<file path="src/shared/shrc_defines.vh">
// register map, field positions, codes and reset values of the rf control
`ifndef SHRC_DEFINES_VH
`define SHRC_DEFINES_VH

// bank 0 register indexes; apb byte address is index times four
`define SHRC_A_BANK 7'h00
`define SHRC_A_TRIG 7'h01
`define SHRC_A_CLK 7'h03
`define SHRC_A_AUTO 7'h0A
`define SHRC_A_STATE 7'h0B
`define SHRC_A_SLEEP 7'h2D
`define SHRC_A_CCA 7'h39
`define SHRC_A_ED 7'h41
`define SHRC_A_CAL 7'h6F
`define SHRC_A_TXF 7'h7C
`define SHRC_A_RXF 7'h7F
// bank 1 register index
`define SHRC_A1_LOCK 7'h0B

// field positions
`define SHRC_B_SLOW_OSC 3
`define SHRC_B_AUTO_TX 4
`define SHRC_B_FAST_TX 5
`define SHRC_B_SLEEP_GO 0
`define SHRC_B_PDN 1
`define SHRC_B_WUT_SRC 2
`define SHRC_B_WAKE_EN 4
`define SHRC_B_RESLEEP 5
`define SHRC_B_WAKE_DIR 6
`define SHRC_B_CAL_GO 0
`define SHRC_B_CAL_WAKE 4
`define SHRC_B_QUICK_SLEEP 3
`define SHRC_B_CCA_SEND 6
`define SHRC_B_UNLOCK 7

// transceiver command field codes
`define SHRC_CMD_TX 4'h9
`define SHRC_CMD_RX 4'h6
`define SHRC_CMD_OFF 4'h8
`define SHRC_CMD_FOFF 4'h3

// reported radio state codes
`define SHRC_CODE_IDLE 4'h8
`define SHRC_CODE_TX 4'h9
`define SHRC_CODE_RX 4'h6
`define SHRC_CODE_SLEEP 4'hA
`define SHRC_CODE_CAL 4'hC

// after-send and after-receive state select codes
`define SHRC_DONE_IDLE 2'h0
`define SHRC_DONE_RX 2'h1
`define SHRC_DONE_TX 2'h2
`define SHRC_DONE_SLEEP 2'h3

// reset values
`define SHRC_RST_BYTE 8'h00
`define SHRC_RST_TRIG 8'h20

`endif

</file>
<file path="src/hw/shrc_top.v">
// serial host port and radio state control of the transceiver
`timescale 1ns/100ps
////////////////////////////////////////////////////////////////////////
`include "shrc_defines.vh"

module shrc_top #(
  parameter FIFO_AW = 6
) (
  // system clock and reset
  input wire pclk,
  input wire presetn,
  // apb register bus
  input wire psel,
  input wire penable,
  input wire pwrite,
  input wire [11:0] paddr,
  input wire [31:0] pwdata,
  output reg [31:0] prdata,
  output wire pready,
  output wire pslverr,
  // serial host port pins
  input wire sclk,
  input wire sdi,
  input wire serial_select_n,
  output reg sdo,
  output wire sdo_oe,
  // power pins
  input wire reset_pin_n,
  input wire regulator_power_down_pin,
  // radio datapath events
  input wire tx_done_evt,
  input wire rx_done_evt,
  input wire wake_timer_evt,
  input wire resleep_timer_evt,
  input wire cca_done_evt,
  input wire cca_busy,
  input wire cal_done_evt,
  input wire pll_unlock_evt,
  // state and power outputs
  output reg [3:0] radio_state_code,
  output reg main_regulator_on,
  output reg sub_regulator_on,
  output reg main_osc_on,
  output reg slow_osc_on,
  output reg low_timer_on,
  output reg power_down_enable,
  output reg wake_timer_clock_select
);

  localparam DEPTH = 1 << FIFO_AW;
  localparam [4:0] ST_IDLE = 5'h01;
  localparam [4:0] ST_TX = 5'h02;
  localparam [4:0] ST_RX = 5'h04;
  localparam [4:0] ST_SLEEP = 5'h08;
  localparam [4:0] ST_CAL = 5'h10;

  ////////////////////////////////////////////////////////////////////////
  // pin synchronisers
  reg [2:0] sclk_s;
  reg [1:0] sdi_s;
  reg [2:0] csn_s;
  reg [1:0] rpin_s;
  reg [1:0] pdpin_s;

  always @(posedge pclk or negedge presetn) begin
    if (!presetn) begin
      sclk_s <= 3'h0;
      sdi_s <= 2'h0;
      csn_s <= 3'h7;
      rpin_s <= 2'h3;
      pdpin_s <= 2'h0;
    end else begin
      sclk_s <= {sclk_s[1:0], sclk};
      sdi_s <= {sdi_s[0], sdi};
      csn_s <= {csn_s[1:0], serial_select_n};
      rpin_s <= {rpin_s[0], reset_pin_n};
      pdpin_s <= {pdpin_s[0], regulator_power_down_pin};
    end
  end

  wire sclk_rise = sclk_s[1] & ~sclk_s[2];
  wire sclk_fall = ~sclk_s[1] & sclk_s[2];
  wire cs_act = ~csn_s[1];
  wire cs_end = csn_s[1] & ~csn_s[2];
  wire pin_clr = ~rpin_s[1];
  wire deep_sleep = ~rpin_s[1] & pdpin_s[1];

  ////////////////////////////////////////////////////////////////////////
  // registers and fifo storage
  reg bank_q;
  reg [7:0] trig_q;
  reg [7:0] clk_q;
  reg [7:0] auto_q;
  reg [3:0] cmd_q;
  reg [7:0] sleep_q;
  reg [7:0] cca_q;
  reg [7:0] ed_q;
  reg [7:0] cal_q;
  reg [7:0] lock_q;
  reg [7:0] fifo_mem [0:DEPTH-1];
  reg [FIFO_AW-1:0] wp_q;
  reg [FIFO_AW-1:0] rp_q;
  reg [FIFO_AW:0] cnt_q;
  reg [4:0] st_q;
  reg [4:0] st_d;
  reg [4:0] after_cal_q;
  reg [4:0] after_cal_d;

  function [7:0] rd_byte;
    input [6:0] a;
    input bank;
    begin
      rd_byte = 8'h00;
      if (a == `SHRC_A_BANK)
        rd_byte = {7'h00, bank};
      else if (bank) begin
        if (a == `SHRC_A1_LOCK)
          rd_byte = lock_q;
      end else begin
        case (a)
          `SHRC_A_TRIG: rd_byte = trig_q;
          `SHRC_A_CLK: rd_byte = clk_q;
          `SHRC_A_AUTO: rd_byte = auto_q;
          `SHRC_A_STATE: rd_byte = {radio_state_code, cmd_q};
          `SHRC_A_SLEEP: rd_byte = sleep_q;
          `SHRC_A_CCA: rd_byte = cca_q;
          `SHRC_A_ED: rd_byte = ed_q;
          `SHRC_A_CAL: rd_byte = cal_q;
          `SHRC_A_RXF: rd_byte = fifo_mem[rp_q];
          default: rd_byte = 8'h00;
        endcase
      end
    end
  endfunction

  function mapped;
    input [6:0] a;
    input bank;
    begin
      if (bank)
        mapped = (a == `SHRC_A_BANK) | (a == `SHRC_A1_LOCK);
      else
        case (a)
          `SHRC_A_BANK, `SHRC_A_TRIG, `SHRC_A_CLK, `SHRC_A_AUTO,
          `SHRC_A_STATE, `SHRC_A_SLEEP, `SHRC_A_CCA, `SHRC_A_ED,
          `SHRC_A_CAL, `SHRC_A_TXF, `SHRC_A_RXF: mapped = 1'b1;
          default: mapped = 1'b0;
        endcase
    end
  endfunction

  ////////////////////////////////////////////////////////////////////////
  // serial slave, sampled by pclk
  reg [6:0] sh_in_q;
  reg [2:0] bit_q;
  reg have_cmd_q;
  reg spi_rw_q;
  reg [6:0] spi_addr_q;
  reg [7:0] sh_out_q;
  reg fifo_touch_q;
  reg spi_we;
  reg spi_pop;
  reg [7:0] in_byte_q;

  wire last_bit = sclk_rise & (bit_q == 3'h7) & cs_act;
  wire [7:0] in_byte = {sh_in_q, sdi_s[1]};
  wire addr_fixed = (spi_addr_q == `SHRC_A_TXF) |
                    (spi_addr_q == `SHRC_A_RXF);

  always @(posedge pclk or negedge presetn) begin
    if (!presetn) begin
      sh_in_q <= 7'h00;
      bit_q <= 3'h0;
      have_cmd_q <= 1'b0;
      spi_rw_q <= 1'b0;
      spi_addr_q <= 7'h00;
      sh_out_q <= 8'h00;
      sdo <= 1'b0;
      fifo_touch_q <= 1'b0;
      spi_we <= 1'b0;
      spi_pop <= 1'b0;
    end else begin
      spi_we <= 1'b0;
      spi_pop <= 1'b0;
      if (spi_we && !addr_fixed)
        spi_addr_q <= spi_addr_q + 7'h01;
      if (!cs_act) begin
        bit_q <= 3'h0;
        have_cmd_q <= 1'b0;
        if (cs_end)
          fifo_touch_q <= 1'b0;
      end else if (sclk_rise) begin
        sh_in_q <= in_byte[6:0];
        bit_q <= bit_q + 3'h1;
        if (last_bit) begin
          if (!have_cmd_q) begin
            have_cmd_q <= 1'b1;
            spi_addr_q <= in_byte[7:1];
            spi_rw_q <= in_byte[0];
            if (!in_byte[0]) begin
              sh_out_q <= rd_byte(in_byte[7:1], bank_q);
              sdo <= |(rd_byte(in_byte[7:1], bank_q) & 8'h80);
              spi_pop <= (in_byte[7:1] == `SHRC_A_RXF) & ~bank_q;
            end
          end else begin
            if (!addr_fixed && !spi_rw_q)
              spi_addr_q <= spi_addr_q + 7'h01;
            if (spi_rw_q) begin
              spi_we <= 1'b1;
              if (spi_addr_q == `SHRC_A_TXF)
                fifo_touch_q <= 1'b1;
            end else begin
              sh_out_q <= rd_byte(spi_addr_q + (addr_fixed ? 7'h00 :
                          7'h01), bank_q);
              sdo <= |(rd_byte(spi_addr_q + (addr_fixed ? 7'h00 :
                     7'h01), bank_q) & 8'h80);
              spi_pop <= (spi_addr_q == `SHRC_A_RXF) & ~bank_q;
            end
          end
        end
      end else if (sclk_fall && bit_q != 3'h0) begin
        sh_out_q <= {sh_out_q[6:0], 1'b0};
        sdo <= sh_out_q[6];
      end
    end
  end

  assign sdo_oe = cs_act & have_cmd_q & ~spi_rw_q;

  ////////////////////////////////////////////////////////////////////////
  // apb slave; held off while a serial write or pop commits
  wire [6:0] apb_idx = paddr[8:2];
  wire apb_ok = mapped(apb_idx, bank_q) & (paddr[11:9] == 3'h0) &
                (paddr[1:0] == 2'h0);
  wire apb_acc = psel & penable & pready;

  assign pready = ~(spi_we | spi_pop);
  assign pslverr = psel & penable & ~apb_ok;

  always @(posedge pclk or negedge presetn) begin
    if (!presetn)
      prdata <= 32'h0000_0000;
    else if (psel && !penable)
      prdata <= {24'h000000, apb_ok ? rd_byte(apb_idx, bank_q) : 8'h00};
  end

  wire apb_we = apb_acc & pwrite & apb_ok;
  wire apb_pop = apb_acc & ~pwrite & apb_ok & ~bank_q &
                 (apb_idx == `SHRC_A_RXF);
  wire we = spi_we | apb_we;
  wire [6:0] wa = spi_we ? spi_addr_q : apb_idx;
  wire [7:0] wd = spi_we ? in_byte_q : pwdata[7:0];

  always @(posedge pclk or negedge presetn) begin
    if (!presetn)
      in_byte_q <= 8'h00;
    else if (last_bit)
      in_byte_q <= in_byte;
  end

  wire w0 = we & ~bank_q;
  wire cmd_wr = w0 & (wa == `SHRC_A_STATE);
  wire push = w0 & (wa == `SHRC_A_TXF) & ~cnt_q[FIFO_AW];
  wire pop = (spi_pop | apb_pop) & (cnt_q != 0);

  ////////////////////////////////////////////////////////////////////////
  // autonomous transmit triggers
  wire can_go_tx = (st_q == ST_IDLE) | (st_q == ST_RX);
  wire auto_tx = cs_end & fifo_touch_q & auto_q[`SHRC_B_AUTO_TX];
  wire fast_tx = auto_q[`SHRC_B_FAST_TX] &
                 ({1'b0, cnt_q} > {1'b0, trig_q} + 9'h001);

  function [4:0] done_state;
    input [1:0] sel;
    begin
      case (sel)
        `SHRC_DONE_RX: done_state = ST_RX;
        `SHRC_DONE_TX: done_state = ST_TX;
        `SHRC_DONE_SLEEP: done_state = ST_SLEEP;
        default: done_state = ST_IDLE;
      endcase
    end
  endfunction

  ////////////////////////////////////////////////////////////////////////
  // radio state machine
  always @* begin
    st_d = st_q;
    after_cal_d = after_cal_q;
    case (st_q)
      ST_TX: begin
        if (pll_unlock_evt && lock_q[`SHRC_B_UNLOCK])
          st_d = ST_IDLE;
        else if (tx_done_evt)
          st_d = done_state(auto_q[1:0]);
        else if (resleep_timer_evt && sleep_q[`SHRC_B_RESLEEP])
          st_d = ST_SLEEP;
      end
      ST_RX: begin
        if (rx_done_evt)
          st_d = done_state(auto_q[3:2]);
        else if (cca_done_evt && !cca_busy && ed_q[`SHRC_B_CCA_SEND])
          st_d = ST_TX;
        else if (cca_done_evt && cca_q[`SHRC_B_QUICK_SLEEP])
          st_d = ST_SLEEP;
        else if (resleep_timer_evt && sleep_q[`SHRC_B_RESLEEP])
          st_d = ST_SLEEP;
      end
      ST_SLEEP: begin
        if (!sleep_q[`SHRC_B_SLEEP_GO])
          st_d = ST_IDLE;
        else if (wake_timer_evt && sleep_q[`SHRC_B_WAKE_EN]) begin
          after_cal_d = sleep_q[`SHRC_B_WAKE_DIR] ? ST_TX : ST_RX;
          st_d = cal_q[`SHRC_B_CAL_WAKE] ? ST_CAL : after_cal_d;
        end
      end
      ST_CAL: begin
        if (cal_done_evt)
          st_d = after_cal_q;
      end
      default: st_d = ST_IDLE;
    endcase
    if (st_q == ST_IDLE && cal_q[`SHRC_B_CAL_GO]) begin
      st_d = ST_CAL;
      after_cal_d = ST_IDLE;
    end
    if (can_go_tx && (auto_tx || fast_tx))
      st_d = ST_TX;
    if (st_q != ST_SLEEP && sleep_q[`SHRC_B_SLEEP_GO])
      st_d = ST_SLEEP;
    if (cmd_wr) begin
      if (wd[3:0] == `SHRC_CMD_FOFF)
        st_d = ST_IDLE;
      else if (st_q != ST_SLEEP && st_q != ST_CAL) begin
        if (wd[3:0] == `SHRC_CMD_TX)
          st_d = ST_TX;
        else if (wd[3:0] == `SHRC_CMD_RX)
          st_d = ST_RX;
        else if (wd[3:0] == `SHRC_CMD_OFF)
          st_d = ST_IDLE;
      end
    end
  end

  wire to_sleep = (st_d == ST_SLEEP) & (st_q != ST_SLEEP);
  wire woke = (st_q == ST_SLEEP) & (st_d != ST_SLEEP);
  wire cal_end = (st_q == ST_CAL) & (st_d != ST_CAL);

  ////////////////////////////////////////////////////////////////////////
  // register file, fifo and state update
  always @(posedge pclk or negedge presetn) begin
    if (!presetn) begin
      bank_q <= 1'b0;
      trig_q <= `SHRC_RST_TRIG;
      clk_q <= `SHRC_RST_BYTE;
      auto_q <= `SHRC_RST_BYTE;
      cmd_q <= 4'h0;
      sleep_q <= `SHRC_RST_BYTE;
      cca_q <= `SHRC_RST_BYTE;
      ed_q <= `SHRC_RST_BYTE;
      cal_q <= `SHRC_RST_BYTE;
      lock_q <= `SHRC_RST_BYTE;
      wp_q <= {FIFO_AW{1'b0}};
      rp_q <= {FIFO_AW{1'b0}};
      cnt_q <= {(FIFO_AW+1){1'b0}};
      st_q <= ST_IDLE;
      after_cal_q <= ST_IDLE;
    end else if (pin_clr) begin
      bank_q <= 1'b0;
      trig_q <= `SHRC_RST_TRIG;
      clk_q <= `SHRC_RST_BYTE;
      auto_q <= `SHRC_RST_BYTE;
      cmd_q <= 4'h0;
      sleep_q <= `SHRC_RST_BYTE;
      cca_q <= `SHRC_RST_BYTE;
      ed_q <= `SHRC_RST_BYTE;
      cal_q <= `SHRC_RST_BYTE;
      lock_q <= `SHRC_RST_BYTE;
      wp_q <= {FIFO_AW{1'b0}};
      rp_q <= {FIFO_AW{1'b0}};
      cnt_q <= {(FIFO_AW+1){1'b0}};
      st_q <= ST_IDLE;
      after_cal_q <= ST_IDLE;
    end else begin
      if (we && wa == `SHRC_A_BANK)
        bank_q <= wd[0];
      if (we && bank_q && wa == `SHRC_A1_LOCK)
        lock_q <= wd;
      if (w0) begin
        case (wa)
          `SHRC_A_TRIG: trig_q <= wd;
          `SHRC_A_CLK: clk_q <= wd;
          `SHRC_A_AUTO: auto_q <= wd;
          `SHRC_A_STATE: cmd_q <= wd[3:0];
          `SHRC_A_SLEEP: sleep_q <= wd;
          `SHRC_A_CCA: cca_q <= wd;
          `SHRC_A_ED: ed_q <= wd;
          `SHRC_A_CAL: cal_q <= wd;
          default: ;
        endcase
      end
      // hardware changes after software writes, so they win
      if (to_sleep)
        sleep_q[`SHRC_B_SLEEP_GO] <= 1'b1;
      if (woke && sleep_q[`SHRC_B_SLEEP_GO])
        sleep_q[`SHRC_B_SLEEP_GO] <= 1'b0;
      if (cal_end)
        cal_q[`SHRC_B_CAL_GO] <= 1'b0;
      st_q <= st_d;
      after_cal_q <= after_cal_d;
      if (to_sleep) begin
        wp_q <= {FIFO_AW{1'b0}};
        rp_q <= {FIFO_AW{1'b0}};
        cnt_q <= {(FIFO_AW+1){1'b0}};
      end else begin
        if (push) begin
          fifo_mem[wp_q] <= wd;
          wp_q <= wp_q + {{(FIFO_AW-1){1'b0}}, 1'b1};
        end
        if (pop)
          rp_q <= rp_q + {{(FIFO_AW-1){1'b0}}, 1'b1};
        if (push && !pop)
          cnt_q <= cnt_q + {{FIFO_AW{1'b0}}, 1'b1};
        else if (pop && !push)
          cnt_q <= cnt_q - {{FIFO_AW{1'b0}}, 1'b1};
      end
    end
  end

  ////////////////////////////////////////////////////////////////////////
  // state code and power outputs
  always @(posedge pclk or negedge presetn) begin
    if (!presetn) begin
      radio_state_code <= `SHRC_CODE_IDLE;
      main_regulator_on <= 1'b1;
      sub_regulator_on <= 1'b1;
      main_osc_on <= 1'b1;
      slow_osc_on <= 1'b0;
      low_timer_on <= 1'b0;
      power_down_enable <= 1'b0;
      wake_timer_clock_select <= 1'b0;
    end else begin
      case (st_q)
        ST_TX: radio_state_code <= `SHRC_CODE_TX;
        ST_RX: radio_state_code <= `SHRC_CODE_RX;
        ST_SLEEP: radio_state_code <= `SHRC_CODE_SLEEP;
        ST_CAL: radio_state_code <= `SHRC_CODE_CAL;
        default: radio_state_code <= `SHRC_CODE_IDLE;
      endcase
      main_regulator_on <= ~deep_sleep & (st_q != ST_SLEEP);
      main_osc_on <= ~deep_sleep & (st_q != ST_SLEEP);
      sub_regulator_on <= ~deep_sleep;
      slow_osc_on <= ~deep_sleep & clk_q[`SHRC_B_SLOW_OSC];
      low_timer_on <= ~deep_sleep & clk_q[`SHRC_B_SLOW_OSC] &
                      sleep_q[`SHRC_B_WAKE_EN];
      power_down_enable <= sleep_q[`SHRC_B_PDN];
      wake_timer_clock_select <= sleep_q[`SHRC_B_WUT_SRC];
    end
  end

endmodule

</file>
<file path="config.mk">
export PLATFORM = sky130hd
export DESIGN_NAME = shrc_top
export DESIGN_NICKNAME = d
export VERILOG_FILES = /design/src/hw/shrc_top.v
export VERILOG_INCLUDE_DIRS = /design/src /design/src/shared
export SDC_FILE = /design/constraint.sdc
export NUM_CORES = 1
export LEC_CHECK = 0
export BUFFER_PORTS_ARGS = -buffer_cell sky130_fd_sc_hd__buf_2
export CORE_MARGIN = 2
export CORE_UTILIZATION = 40
export DETAILED_ROUTE_END_ITERATION = 7
export GPL_ROUTABILITY_DRIVEN = 1
export PLACE_DENSITY = 0.56
export SLEW_MARGIN = 20
export SYNTH_ARGS = -nofsm -noshare
export SYNTH_HDL_FRONTEND = slang
export SYNTH_SLANG_ARGS = --single-unit
</file>
<file path="constraint.sdc">
create_clock -name pclk -period 5 [get_ports pclk]
set_input_delay 1 -clock pclk [delete_from_list [all_inputs] [get_ports pclk]]
set_output_delay 1 -clock pclk [all_outputs]
set_load 0.02 [all_outputs]
</file>
# --- Word level (Yosys, flattened, before mapping) ---
# Memory sizes are Yosys's and may differ from the RTL's.
# Cells that the tools add are included.
totals:
  ramBits: 512
  wordCells: 383
  regBits: 166
  output_inout_bits: 47
  memories: 1
memory_table:
  columns: ["memory", "words", "word_bits", "read_ports", "rd_ports_with_merged_regs", "write_ports", "line_no", "rtl"]
  rows:
  - ["fifo_mem", 64, 8, 1, 0, 1, "shrc_top.v:100", "reg [7:0] fifo_mem [0:DEPTH-1];"]
classes:
  mux: 134
  reduce_logical: 59
  addsub: 8
  n_eq_ne: 85
  bitwise_logic: 54
  order_cmp: 1
ops:
  columns: ["cell", "n"]
  rows:
  - ["2-to-1 mux 8 bit", 34]
  - ["one-hot mux 8 bit (9 select lines)", 3]
  - ["2-to-1 mux 5 bit", 25]
  - ["2-to-1 mux 7 bit", 17]
  - ["equality test 7 bit, second input constant", 15]
  - ["equality test 7 x 4 -> 1 bit, second input constant", 8]
  - ["equality test 7 x 6 -> 1 bit, second input constant", 8]
  - ["2-to-1 mux 1 bit", 39]
  - ["2-to-1 mux 6 bit", 6]
  - ["AND 1 bit", 35]
  - ["equality test 7 x 1 -> 1 bit, second input constant", 4]
  - ["equality test 7 x 2 -> 1 bit, second input constant", 4]
  - ["zero test 7 bit", 4]
  - ["inequality test 2 x 1 -> 1 bit, second input constant", 13]
  - ["one-hot mux 4 bit (3 select lines)", 2]
  - ["AND reduction 2 bit", 12]
  - ["logical AND 1 bit", 21]
  - ["inequality test 3 x 1 -> 1 bit, second input constant", 7]
  - ["one-hot mux 5 bit (4 select lines)", 1]
  - ["one-hot mux 4 bit (4 select lines)", 1]
  - ["adder 7 x 1 -> 7 bit, second input constant", 2]
  - ["inverter 1 bit", 13]
  - ["adder 6 x 1 -> 6 bit, second input constant", 2]
  - ["2-to-1 mux 4 bit", 3]
  - ["35 further kinds", 62]

# --- Depth between registers and ports, before layout ---
depth:
  ltp_word: 21
  mapped_depth: 18
  mapped_depth_nobuf: 16

# --- Least setup slack after synthesis ---
# OpenSTA, ideal clock, no wires.
synth_timing:
  path_type: "input -> register"
  startpoint: "input paddr[9]"
  endpoint: "register cnt_q[6]"
  arrival_time_ns: 4.226
  t_required_ns: 4.872
  cell_stages: 16
  setup_slack_ns: 0.647
  setup_ns: 0.128
  path_cell_list: "or4_4 -> nor4_1 -> a41oi_1 -> a21oi_1 -> inv_1 -> ha_1 -> inv_1 -> ha_1 -> nor2b_1 -> o21ai_0 -> a21boi_0 -> o21a_1 -> or3_1 -> a21oi_1 -> xnor2_1 -> nor2_1"
synth_between:
  elab_chain_cells: 13
  elab_cells_between_ends: 25
synth_lines:
  columns: ["item", "line_no", "rtl"]
  rows:
  - ["start, declared", "shrc_top.v:16", "input wire [11:0] paddr,"]
  - ["zero test 3 bit (*)", "shrc_top.v:233", "wire apb_ok = mapped(apb_idx, bank_q) & (paddr[11:9] == 3'h0) &"]
  - ["AND 1 bit (*) (2 in a row)", "shrc_top.v:233", null]
  - ["parallel branches: the longest is 10 deep, another holds 2-to-1 mux 7 bit", null, null]
  - ["end signal, assigned", "shrc_top.v:414", "cnt_q <= {(FIFO_AW+1){1'b0}};"]
  - ["end signal, assigned", "shrc_top.v:423", "cnt_q <= cnt_q + {{FIFO_AW{1'b0}}, 1'b1};"]
  - ["end signal, assigned", "shrc_top.v:425", "cnt_q <= cnt_q - {{FIFO_AW{1'b0}}, 1'b1};"]
  - ["end, declared", "shrc_top.v:103", "reg [FIFO_AW:0] cnt_q;"]
# Mark *: on every way between the ends.
# A chain may end at the register's enable or synchronous reset.

# --- Worst setup path in the final report ---
layout_timing:
  startpoint: "register spi_addr_q[1]"
  endpoint: "register sdo"
layout_between:
  elab_chain_cells: 12
  elab_cells_between_ends: 23
layout_lines:
  columns: ["item", "line_no", "rtl"]
  rows:
  - ["start, declared", "shrc_top.v:158", "reg [6:0] spi_addr_q;"]
  - ["start signal, assigned", "shrc_top.v:186", "spi_addr_q <= spi_addr_q + 7'h01;"]
  - ["start signal, assigned", "shrc_top.v:198", "spi_addr_q <= in_byte[7:1];"]
  - ["start signal, assigned", "shrc_top.v:207", "spi_addr_q <= spi_addr_q + 7'h01;"]
  - ["equality test 7 bit (no line)", null, null]
  - ["OR 1 bit", "shrc_top.v:167", "wire addr_fixed = (spi_addr_q == `SHRC_A_TXF) |"]
  - ["2-to-1 mux 1 bit", "shrc_top.v:215", "sdo <= |(rd_byte(spi_addr_q + (addr_fixed ? 7'h00 :"]
  - ["adder 7 x 1 -> 7 bit (*)", "shrc_top.v:215", null]
  - ["equality test 7 bit (tied with other cells)", "shrc_top.v:120", "case (a)"]
  - ["one-hot mux 8 bit (9 select lines) or 2-to-1 mux 8 bit (tied branches)", "shrc_top.v:120, shrc_top.v:117", null]
  - ["2-to-1 mux 8 bit", null, null]
  - ["2-to-1 mux 8 bit (*)", "shrc_top.v:114", "if (a == `SHRC_A_BANK)"]
  - ["2-to-1 mux 1 bit (*)", "shrc_top.v:208", "if (spi_rw_q) begin"]
  - ["2-to-1 mux 1 bit (*)", "shrc_top.v:196", "if (!have_cmd_q) begin"]
  - ["2-to-1 mux 1 bit (*)", "shrc_top.v:195", "if (last_bit) begin"]
  - ["2-to-1 mux 1 bit (*)", "shrc_top.v:192", "end else if (sclk_rise) begin"]
  - ["end signal, assigned", "shrc_top.v:202", "sdo <= |(rd_byte(in_byte[7:1], bank_q) & 8'h80);"]
  - ["end signal, assigned", "shrc_top.v:215", null]
  - ["end signal, assigned", "shrc_top.v:223", "sdo <= sh_out_q[6];"]
  - ["end, declared", "shrc_top.v:25", "output reg sdo,"]
# Mark *: on every way between the ends. The rest lies on a longest branch, timed or not. The select of a mux whose other input is x is not followed.

==> qor.yml <==
grt:
  overflow: 0
  antenna_found_initial: 1
  grt_pass1_vias: 19900
  grt_pass1_wl_um: 130000
  grt_usage_pct: 22.2
  grt_max_degree: 74
sta:
  skew_ns: 0.0295
  setup_viol: 0
  max_slew_margin_pct: 24.0
  max_freq_mhz: 232
  fin_tns_setup_ns: 0
  setup_slack_ns: 0.690
  tightestPinTransition_ns: 1.13
  drv_slew: 0
  hold_violations: 0
  finalCriticalPeriod_ns: 4.31
  rsz0062_at_grt: "false"
  finalCritPeriodShare_pct: 86.2
route:
  viasPerCell: 5.81
  drt_pass1_iterations: 8
  wl_per_cell_um: 25.6
  vias: 19900
  ant_nets: 0
  drc: 1
  drt-initial-drc-count: 1927
  routed_wl_um: 87800
cts:
  numCtsBuffers: 75
  cts.sinks: 676
  path_clk_slew_ns: 0.06
  ctsLongestPathBuffers: 3
  cts-root-buf: "clkbuf_16"
  post-cts-setup-buffer-count: 0
  htree_levels: 3
  tritoncts: "built"
  holdBufCountCts: 0
  post_cts_resized: 0
  insertion_delay_ns: 0.64
power_and_ir_drop:
  power.leakage_nw: 12.5
  irDropWorstVdd_uv: 298
  netSwitchingPower_mw: 2.69
  p_per_area_nw_per_um2: 342
  netSwitchingFraction_pct: 22.2
  pwr-share-seq_pct: 51.2
  p_comb_share_pct: 3.4
  intPower_mw: 9.42
  total_power_mw: 12.1
  pwr-share-clk_pct: 45.4
setup_path:
  critical_path_class: "reg -> reg"
  critPathLaunchType: "flop"
  crit_path_top_delay_cell: "a2111oi_0"
  cp_common_cell: "ha_1"
  crit_path_cell_trace: "inv_1, ha_1, o211ai_1, ha_1, ha_1, and3_1, o211ai_1, a21bo_2, a2111oi_0, nor4_1, nor3_2, o21ai_0, a21oi_1"
  rr_worst_depth: 13
  cp_max_fo: 9
  cp.required_ns: 5.54
  crit_path_max_incr_delay_ns: 0.55
  crit_arrival_ns: 4.85
  endpoint_kind: "flop"
  r2r_slack_ns: 0.69
place:
  gp_congestion: 0.910
  postPlaceCellArea_um2: 33000
  io_buffers: 60
  hpwl_um: 59200
  place_ws_ns: 0.162
logic_synthesis:
  netlist-cell-type-count: 87
  netlist_area_um2: 30900
  seq_area_frac_synth_pct: 63.2
  avgSynthCellArea_um2: 14.1
  yosysWarningCount: 0
  async_flop_share_pct: 24.3
  synth-edff-count: 512
  synthFlopType: "edfxtp_1"
  synthCells: 2186
  synth_seq_cells: 676
floorplan:
  core_area_um2: 76200
  die_height_um: 282
  die_x_um: 282
  rows: 101
  start_util_pct: 40.5
  dieArea_um2: 79400
  ios: 109
final_layout:
  top_register: "fifo_mem"
  final_layout_size_suffix_gt1_share_pct: 21.5
  design_area_um2: 35500
  nets: 2422
  final_cell_mix: "512 x edfxtp_1, 185 x nand2_1, 149 x dfrtp_1, 144 x nor2_1, 136 x buf_4"
  syn_to_final_growth_pct: 14.9
  final_common_cell: "edfxtp_1"
  antenna_cells: 0
  largest_reg_flops: 512
status:
  violations: "DRC"
  status: "complete, but fails checks"
flow_run:
  maxCapViolCount: 0
hold_path:
  hp-class: "in -> async"
[stage by stage]
stage                     cells  hold WS (ns)  util, %
final                      3427         0.340     46.5
after global routing       3427         0.359     46.5
after CTS                  3427         0.330     46.5
after detailed placement   3288         0.343     43.3
after global placement     3288         0.336     43.3
after floorplan            2209         0.331        -
[cell usage after synthesis (all sizes together), types with 5 or more instances]
library cell,instances,share of area [%]
and3,16,0.32
xor2,19,0.54
nand4b,5,0.14
nor2,144,1.8
a221oi,8,0.25
o211ai,10,0.24
o21ai,58,0.94
a211oi,8,0.19
xnor2,14,0.40
nor2b,59,1.2
o21a,8,0.19
nand2,185,2.3
and2,7,0.14
buf,73,1.4
ha,24,0.97
nand3,64,1.0
a21oi,76,1.2
edfxtp,512,50
dfstp,11,0.94
a31oi,14,0.28
a222oi,25,0.81
a22o,12,0.34
nor3,68,1.1
mux2i,104,3.5
a21o,9,0.22
o2111ai,7,0.20
a221o,5,0.16
or3,12,0.24
nand3b,9,0.22
mux2,42,1.5
o31ai,9,0.24
nor4,15,0.35
o211a,22,0.71
mux4,118,8.6
nand2b,16,0.32
nand4,20,0.41
clkbuf,78,0.95
o22ai,9,0.18
dfrtp,153,12
a22oi,48,1.2
inv,31,0.38
[worst max-delay path: cells and delay by family, from the launching register on]
family | cells | cell delay, ns
AND/OR/NAND/NOR | 3 | 0.86
flip-flops | 1 | 0.54
adder cells (fa/ha/maj) | 3 | 0.93
AO/OA/AOI/OAI | 6 | 1.78
buffers and inverters | 1 | 0.12
[final timing paths]
path                                               from                 endpoint
worst min register to register      sclk_s[0]$_DFF_PN0_      sclk_s[1]$_DFF_PN0_
worst max-delay path            spi_addr_q[1]$_DFF_PN0_          sdo$_DFFE_PN0P_
worst min-delay path                            presetn     cnt_q[2]$_DFFE_PN0P_
worst max register to register  spi_addr_q[1]$_DFF_PN0_          sdo$_DFFE_PN0P_
min in group pclk                   sclk_s[0]$_DFF_PN0_      sclk_s[1]$_DFF_PN0_
max in group asynchronous                       presetn  spi_addr_q[0]$_DFF_PN0_
[power by group through the flow]
stage               registers, mW  clock network, mW  logic [mW]
global route                 6.20               5.82       0.453
finish                       6.20               5.50       0.414
floorplan                    6.24                  0       0.289
global placement             6.31                  0       0.404
CTS                          6.20               5.62       0.416
detailed placement           6.31                  0       0.414
[metal layers]
metal | up-vias | GRT usage [%] | share of wire (%)
met5 | - | 0 | 0
met4 | 0 | 9.38 | 4.4
met3 | 187 | 3.31 | 5.9
met2 | 739 | 36.6 | 49
met1 | 10200 | 29.5 | 41
li1 | 8773 | - | -
[area by class of cell]
class,instances,area (um2)
clock buffers,94,2020
clock inverters,45,447
fillers,6661,40800
inverters,32,120
multi-input cells,1350,10700
flip-flops and latches,676,19500
well taps,1030,1290
repair buffers,200,1410
[cell families after synthesis]
logic type / after synthesis / share of synthesized area, %
AO/OA/AOI/OAI: 361 / 8.32
XOR/XNOR: 33 / 0.937
adder cells (fa/ha/maj): 25 / 1.04
buffers and inverters: 183 / 2.72
flip-flops: 676 / 63.2
multiplexers: 264 / 13.6
other: 1 / 0.0122
AND/OR/NAND/NOR: 643 / 10.2
Note: power is estimated with default switching activity, not from simulation.
